### config.mk
export PLATFORM = sky130hd
export DESIGN_NAME = swp_write_port
export DESIGN_NICKNAME = d
export VERILOG_FILES = /design/src/swp_pkg.sv /design/src/swp_write_port.sv
export SDC_FILE = /design/constraint.sdc
export NUM_CORES = 1
export LEC_CHECK = 0
export ABC_CLOCK_PERIOD_IN_PS = 3200
export BUFFER_PORTS_ARGS = -buffer_cell sky130_fd_sc_hd__buf_2
export CAP_MARGIN = 20
export CORE_ASPECT_RATIO = 1.5
export CORE_MARGIN = 2
export CORE_UTILIZATION = 35
export DETAILED_ROUTE_END_ITERATION = 12
export HOLD_SLACK_MARGIN = 0.02
export PLACE_DENSITY_LB_ADDON = 0.05
export SLEW_MARGIN = 10
export SYNTH_ARGS = -nofsm -noshare
export SYNTH_HDL_FRONTEND = slang
export SYNTH_SLANG_ARGS = --single-unit
### constraint.sdc
create_clock -name ref_clk_in -period 3.2 [get_ports ref_clk_in]
set_input_delay 0.32 -clock ref_clk_in [delete_from_list [all_inputs] [get_ports ref_clk_in]]
set_output_delay 0.32 -clock ref_clk_in [all_outputs]
set_load 0.05 [all_outputs]
### src/swp_pkg.sv
// Package with the widths and constants of the synchronous SRAM write-port input capture.
package swp_pkg;
  // ==========================================================================
  // Configuration widths.
  // ==========================================================================
  localparam int WIDE_DATA_W   = 36;
  localparam int NARROW_DATA_W = 18;
  localparam int WIDE_ADDR_W   = 20;
  localparam int NARROW_ADDR_W = 21;
  localparam int LANE_W        = 9;
  localparam int WIDE_LANES    = 4;
  localparam int NARROW_LANES  = 2;
  localparam int BURST_WORDS   = 2;
  // ==========================================================================
  // Values after reset.
  // ==========================================================================
  localparam logic RESET_PHASE = 1'h0;
  localparam logic RESET_FLAG  = 1'h0;
  // Phase of the input clock pair: positive edge or negative edge.
  typedef enum logic {SWP_EDGE_POS, SWP_EDGE_NEG} swp_edge_type;
endpackage

### src/swp_write_port.sv
// Write-port input capture: select, shared address, write data and byte selects.
`timescale 1ns/100ps
`default_nettype none
// Contract
// RL1: Write data is sampled on both the positive and negative input clock edges during writes.
// RL2: A low write port select sampled on the positive edge starts a write.
// RL3: A high write port select deselects the write port and its data is ignored.
// RL4: Byte selects are sampled on both edges and only low-selected bytes are stored.
// RL5: Select 0 gates bits 8..0, 1 gates 17..9, 2 gates 26..18 and 3 gates 35..27.
// RL6: Each byte select is captured on the same edge as the data word it qualifies.
// RL7: A high byte select drops that lane of the captured word from the array write.
// RL8: The shared address is read address on the positive edge, write address on the negative.
// RL9: An address sample whose port is deselected starts no array access.
// RL10: The wide form uses 20 address inputs and the narrow form uses 21.
// RL11: A low read port select on the positive edge starts a read, high deselects it.
// RL12: Every access starts on a positive edge; the negative edge only captures inputs.
// RL13: A write burst is two words on successive positive and negative edges at one address.
//
// One system clock carries both input clock phases; edge_phase_in marks which rising
// edge of the input pair this cycle represents, so a positive edge is followed by a
// negative one.
//
// Timing in system clock cycles, with the controller alternating the phase each cycle:
// - A write is taken at a positive-phase edge with the write select low. The first
//   data word and its lane selects are held, and the write is armed.
// - The following negative-phase edge supplies the write address and the second word.
//   The complete burst leaves on the array outputs one cycle later, as a one-cycle
//   write pulse with address, both masked words and both per-bit masks.
// - A read is taken at a positive-phase edge with the read select low; the read start
//   pulse and the read address follow one cycle later.
// - An armed write whose next edge is not a negative phase is dropped without notice;
//   the controller must keep the phases alternating.
// Dropped lanes carry zero data as well as a zero mask, so the array can write the
// whole word under the mask without any stale bits leaking through.
// There is no handshake back to the controller: every request is taken at its edge.
module swp_write_port
  import swp_pkg::*;
#(
  parameter bit WIDE = 1'b1
) (
  // Clock and reset.
  input  wire logic                        ref_clk_in,
  input  wire logic                        rst_in,
  // Input clock phase: low for a positive-clock edge, high for a negative-clock edge.
  input  wire logic                        edge_phase_in,
  // Port selects and shared address.
  input  wire logic                        write_port_select_n_in,
  input  wire logic                        read_port_select_n_in,
  input  wire logic [NARROW_ADDR_W-1:0]    addr_in,
  // Write data and byte selects.
  input  wire logic [WIDE_DATA_W-1:0]      write_data_in,
  input  wire logic [WIDE_LANES-1:0]       byte_write_select_n_in,
  // Read side start.
  output logic                             read_start_out,
  output logic [NARROW_ADDR_W-1:0]         read_addr_out,
  // Array write burst.
  output logic                             array_write_out,
  output logic [NARROW_ADDR_W-1:0]         array_addr_out,
  output logic [BURST_WORDS*WIDE_DATA_W-1:0] array_data_out,
  output logic [BURST_WORDS*WIDE_DATA_W-1:0] array_mask_out
);
  // ==========================================================================
  // Decode.
  // ==========================================================================
  // Expands the active-low lane selects into a per-bit write mask.
  function automatic logic [WIDE_DATA_W-1:0] lane_mask(input logic [WIDE_LANES-1:0] sel_n);
    logic [WIDE_DATA_W-1:0] m;
    m = '0;
    for (int i = 0; i < WIDE_LANES; i++) begin
      m[i*LANE_W +: LANE_W] = {LANE_W{~sel_n[i]}};
    end
    return m;
  endfunction

  localparam int ADDR_W  = WIDE ? WIDE_ADDR_W : NARROW_ADDR_W;
  localparam int LANES   = WIDE ? WIDE_LANES : NARROW_LANES;

  wire logic                     pos_edge;
  wire logic                     neg_edge;
  wire logic [WIDE_LANES-1:0]    lanes_used_n;
  wire logic [WIDE_DATA_W-1:0]   beat_mask;
  wire logic [WIDE_DATA_W-1:0]   beat_data;
  wire logic [NARROW_ADDR_W-1:0] addr_used;

  assign pos_edge  = (edge_phase_in == SWP_EDGE_NEG) ? 1'b0 : 1'b1;
  assign neg_edge  = ~pos_edge;
  // Lanes above the narrow width never write in the narrow form.
  // The narrow form forces lanes two and three off, whatever their select pins show.
  assign lanes_used_n = byte_write_select_n_in
                        | (WIDE ? {WIDE_LANES{1'b0}} : 4'hc);                  // see RL5
  assign beat_mask = lane_mask(lanes_used_n);                                 // see RL4, RL6
  // Dropped lanes are cleared so stale bits never reach the array.
  assign beat_data = write_data_in & beat_mask;                               // see RL7
  // Unused upper address bits are forced to zero.
  assign addr_used = addr_in & NARROW_ADDR_W'((1 << ADDR_W) - 1);              // see RL10

  // ==========================================================================
  // State.
  // ==========================================================================
  logic                       wr_armed_reg;
  logic [WIDE_DATA_W-1:0]     first_data_reg;
  logic [WIDE_DATA_W-1:0]     first_mask_reg;
  logic                       wr_armed_next;

  // A write arms on a positive edge with the select low; the next negative edge completes it.
  assign wr_armed_next = pos_edge & ~write_port_select_n_in;                  // see RL2, RL3, RL12

  // First beat capture on the positive edge.
  always_ff @(posedge ref_clk_in) begin
    if (rst_in) begin
      wr_armed_reg   <= RESET_FLAG;
      first_data_reg <= '0;
      first_mask_reg <= '0;
    end else begin
      wr_armed_reg <= wr_armed_next;
      if (wr_armed_next) begin
        first_data_reg <= beat_data;                                          // see RL1, RL13
        first_mask_reg <= beat_mask;
      end
    end
  end

  // Second beat and write address on the negative edge issue the array write.
  always_ff @(posedge ref_clk_in) begin
    if (rst_in) begin
      array_write_out <= RESET_FLAG;
      array_addr_out  <= '0;
      array_data_out  <= '0;
      array_mask_out  <= '0;
    end else begin
      array_write_out <= neg_edge & wr_armed_reg;                             // see RL9
      if (neg_edge && wr_armed_reg) begin
        array_addr_out <= addr_used;                                          // see RL8
        array_data_out <= {beat_data, first_data_reg};                        // see RL1, RL13
        array_mask_out <= {beat_mask, first_mask_reg};                        // see RL6
      end
    end
  end

  // Read start and read address on the positive edge.
  always_ff @(posedge ref_clk_in) begin
    if (rst_in) begin
      read_start_out <= RESET_FLAG;
      read_addr_out  <= '0;
    end else begin
      read_start_out <= pos_edge & ~read_port_select_n_in;                    // see RL11, RL12
      if (pos_edge && !read_port_select_n_in) begin
        read_addr_out <= addr_used;                                           // see RL8, RL9
      end
    end
  end

  // ==========================================================================
  // Checks.
  // ==========================================================================
  write_needs_pos_a: assert property (@(posedge ref_clk_in) disable iff (rst_in) // see RL2
    array_write_out |-> $past(pos_edge, 2) && !$past(write_port_select_n_in, 2))
    else $error("Array write without a selected positive edge.");
  deselect_no_write_a: assert property (@(posedge ref_clk_in) disable iff (rst_in) // see RL3
    (pos_edge && write_port_select_n_in) |-> ##2 !array_write_out)
    else $error("Deselected write port produced a write.");
  write_on_neg_a: assert property (@(posedge ref_clk_in) disable iff (rst_in) // see RL12
    $rose(array_write_out) |-> $past(neg_edge))
    else $error("Array write not completed on a negative edge.");
  mask_data_tie_a: assert property (@(posedge ref_clk_in) disable iff (rst_in) // see RL7
    array_write_out |-> ((array_data_out & ~array_mask_out) == '0))
    else $error("Dropped byte lane carried data.");
  lane_mask_a: assert property (@(posedge ref_clk_in) disable iff (rst_in) // see RL5
    (neg_edge && wr_armed_reg) |=> array_mask_out[WIDE_DATA_W +: LANE_W]
      == {LANE_W{~$past(byte_write_select_n_in[0])}})
    else $error("Lane zero mask does not follow select zero.");
  write_addr_a: assert property (@(posedge ref_clk_in) disable iff (rst_in) // see RL8
    (neg_edge && wr_armed_reg) |=> array_addr_out == $past(addr_used))
    else $error("Write address not taken on the negative edge.");
  first_beat_a: assert property (@(posedge ref_clk_in) disable iff (rst_in) // see RL13
    (pos_edge && !write_port_select_n_in) ##1 neg_edge
      |=> array_data_out[WIDE_DATA_W-1:0] == $past(first_data_reg))
    else $error("First burst word lost.");
  read_start_a: assert property (@(posedge ref_clk_in) disable iff (rst_in) // see RL11
    read_start_out |-> $past(pos_edge) && !$past(read_port_select_n_in))
    else $error("Read started without a selected positive edge.");

  // Address and read checks: the read port keeps its own sample, unused high bits stay clear, and reads start only when selected on a positive edge.
  read_addr_a: assert property (@(posedge ref_clk_in) disable iff (rst_in) // see RL8
    read_start_out |-> read_addr_out == $past(addr_used))
    else $error("Read address not taken on the positive edge.");
  addr_range_a: assert property (@(posedge ref_clk_in) disable iff (rst_in) // see RL10
    array_write_out |-> (array_addr_out & ~NARROW_ADDR_W'((1 << ADDR_W) - 1)) == '0)
    else $error("Write address uses more inputs than the form allows.");
  read_deselect_a: assert property (@(posedge ref_clk_in) disable iff (rst_in) // see RL9
    (pos_edge && read_port_select_n_in) |=> !read_start_out)
    else $error("Deselected read port started a read.");
  read_neg_idle_a: assert property (@(posedge ref_clk_in) disable iff (rst_in) // see RL12
    neg_edge |=> !read_start_out)
    else $error("Read started from a negative edge.");

  // Burst checks: the write is a single pulse and each word keeps its own lanes.
  write_pulse_a: assert property (@(posedge ref_clk_in) disable iff (rst_in) // see RL13
    array_write_out |=> !array_write_out)
    else $error("Array write pulse lasted more than one cycle.");
  armed_pos_a: assert property (@(posedge ref_clk_in) disable iff (rst_in) // see RL2
    wr_armed_reg |-> $past(pos_edge) && !$past(write_port_select_n_in))
    else $error("Write armed without a selected positive edge.");
  first_lane_a: assert property (@(posedge ref_clk_in) disable iff (rst_in) // see RL4
    array_write_out |-> array_mask_out[LANE_W-1:0]
      == {LANE_W{~$past(byte_write_select_n_in[0], 2)}})
    else $error("First word lane zero mask does not follow its select.");
  second_data_a: assert property (@(posedge ref_clk_in) disable iff (rst_in) // see RL1
    (neg_edge && wr_armed_reg) |=> array_data_out[2*WIDE_DATA_W-1:WIDE_DATA_W]
      == $past(beat_data))
    else $error("Second burst word not taken on the negative edge.");

  // Hold checks: without a completed burst the array mask and data outputs keep their values.
  mask_hold_a: assert property (@(posedge ref_clk_in) disable iff (rst_in) // see RL6
    !(neg_edge && wr_armed_reg) |=> $stable(array_mask_out))
    else $error("Write mask changed without a burst.");
  data_hold_a: assert property (@(posedge ref_clk_in) disable iff (rst_in) // see RL3
    !(neg_edge && wr_armed_reg) |=> $stable(array_data_out))
    else $error("Write data changed without a burst.");
endmodule
`default_nettype wire

==> results by group <==
Critical path
  – WP data required: 3.53 ns
  – Data arrival, critical path: 1.96 ns
  – Crit path capture type: register
  – Startpoint types: register
  – Crit Path Max Fanout: 45
  – CP Class: register to register

Synth
  – #FFs+latches synth: 163
  – Syn Area/Cell: 9.29 µm²
  – Synthesized area: 0.00748 mm²
  – Count of cell types in the netlist: 21
  – Post-synth ARST share: 0%
  – Sequential share of the synthesized area: 43.6%
  – Commonest cells post-synth: 163 x dfxtp_1, 160 x a21oi_1, 96 x a21bo_2
  – Synth Instances: 805
  – Synth warnings: 0
  – Synth Flop Type: dfxtp_1
  – Largest cells by area after synthesis: dfxtp_1 44%, a21bo_2 13%, a21oi_1 11%, buf_4 6.7%, or4b_1 4.8%
  – Yosys top cell area share: 43.6%
  – EDFF count, synth: 0
  – Most common cell in the synthesized netlist: dfxtp_1
  – Cell taking the most area after synthesis: dfxtp_1

Floorplanning
  – IO Pins: 254
  – Die W: 123 µm
  – Core ar.: 0.0210 mm²
  – Die height: 183 µm
  – Initial Util: 35.6%
  – Die area: 0.0226 mm²
  – # rows: 65

Power
  – Cell area power density: 513 mW/mm²
  – Worst VDD drop: 277 µV
  – Leakage: 3.75 nW
  – Total Power: 4.53 mW

Timing
  – Pins Over Slew Limit: 0
  – Final setup viols: 0
  – Final Skew: 0.0111 ns
  – Unrepaired setup endpoints after global routing: no
  – Total Neg Setup Slack: 0 ns
  – Max Freq: 615 MHz
  – Endpoints failing hold: 0
  – Slew margin rel.: 47.7%
  – Final hold slack: 0.156 ns
  – Tmin final: 1.63 ns
  – Period Utilization, post-route: 50.8%
  – Tightest Pin Transition: 0.784 ns

Clock network
  – CTS H-tree lvls: 4
  – CTS buffer count: 17
  – Clock Path Buffers: 2
  – Setup bufs post-CTS: 0
  – # clock sinks: 163
  – CTS tree: yes
  – PostCTS Resize Cnt: 0
  – Hold buffer count at CTS: 0
  – Clock transition at path regs: 0.07 ns
  – Clock latency on the worst-skew pair: 0.42 ns
  – Root Buffer: clkbuf_16

Layout
  – Sequential cell area: 0.00327 mm²
  – Area Growth Syn to Fin: 18.2%
  – Design area: 0.00884 mm²
  – Max reg flops: 72
  – Multi-input logic area: 0.00330 mm²
  – Share of layout cells above drive strength 1: 42.0%
  – Post-layout net count: 988
  – Filler cell count in the final layout: 2171

GRT
  – Largest net degree at the start of global routing: 125
  – Vias in the first global route: 5661
  – GRT overflow: 0
  – Global-route wire length before repair: 30900 µm
  – Antenna violations before repair: 1
  – GRT Resource Usage Total: 17.4%

Detailed routing
  – DR vias: 6134
  – Post-detailed-route via-to-cell ratio: 5.09
  – Antenna Nets Post-Route: 0
  – Wire per inst: 16.6 µm
  – Number of remaining DRC errors: 0
  – Number of DRC markers in iteration 0: 343
  – 1st-pass router iterations: 4
  – Final WL: 20000 µm

Outcome
  – Status: finished, final reports clean

Place
  – Port Buffers: 250
  – Placer Congestion: 0.771
  – Placed inst area: 0.00827 mm²
  – DPL Wire Length: 13100 µm

Flow run
  – Max-cap viol count: 0

Worst hold path
  – Hold crit path type: input port to register
[cell families (layout without fill, tap and decap cells)]
family / Yosys count / count (layout) / synth area share [%]
buffers and inverters: 161 / 290 / 12.3
flip-flops: 163 / 163 / 43.6
AO/OA/AOI/OAI: 320 / 320 / 28.0
other: 1 / 4 / 0.0501
AND/OR/NAND/NOR: 160 / 160 / 16.0
[cell usage in the layout (no fill, tap or decap), drive strengths merged, types with 5 or more instances in the layout]
cell / n
a21bo: 96
or4b: 36
nand4b: 36
o21ai: 60
clkbuf: 22
or3b: 20
buf: 257
dfxtp: 163
a21oi: 160
inv: 5
nand3: 60
[path summary, 6_finish.rpt]
kind	from	end	slack (ns)	cells after the start
worst max-delay path	wr_armed_reg	array_mask_out[63]	1.57	3
worst min-delay path	addr_in[5]	array_addr_out[5]	0.16	3
worst max register to register	wr_armed_reg	array_mask_out[63]	1.57	3
worst min register to register	first_data_reg[24]	array_data_out[24]	0.46	2
[metal layers]
metal | wire (µm) | part of all wire (%) | GRT usage (%) | vias up
met2 | 9680 | 48 | 29.0 | 179
met1 | 8660 | 43 | 21.1 | 2867
met5 | 0 | 0 | 0 | -
met3 | 1390 | 7.0 | 5.85 | 10
met4 | 225 | 1.1 | 4.86 | 0
li1 | - | - | - | 3078
[through the flow]
stage / worst slack (ns) / std cells / util [%]
finish: 1.57 / 1205 / 42.1
global route: 1.33 / 1203 / 42.1
CTS: 1.57 / 1203 / 42.1
detailed placement: 1.37 / 1171 / 39.4
global placement: 1.41 / 1171 / 39.4
floorplan: 1.83 / 806 / -
[area by class of cell]
type	count	share of cell area, %
diodes	2	0.0566
multi-input cells	482	37.3
clock buffers	21	5.32
well taps	268	3.79
repair buffers	258	15.5
flip-flops and latches	163	37.0
clock inverters	11	1.05
[worst max-delay path, cell delays in order (launching register included)]
cell and delay [ns]:
dfxtp_4 0.67, buf_4 0.50, a21oi_1 0.14, a211oi_1 0.23
[power breakdown]
part	switching, mW	internal [mW]	total [mW]
Sequential	0.0292	2.07	2.10
Clock	0.865	1.07	1.94
Combinational	0.364	0.130	0.494
Power figures use the tool's default switching activity.
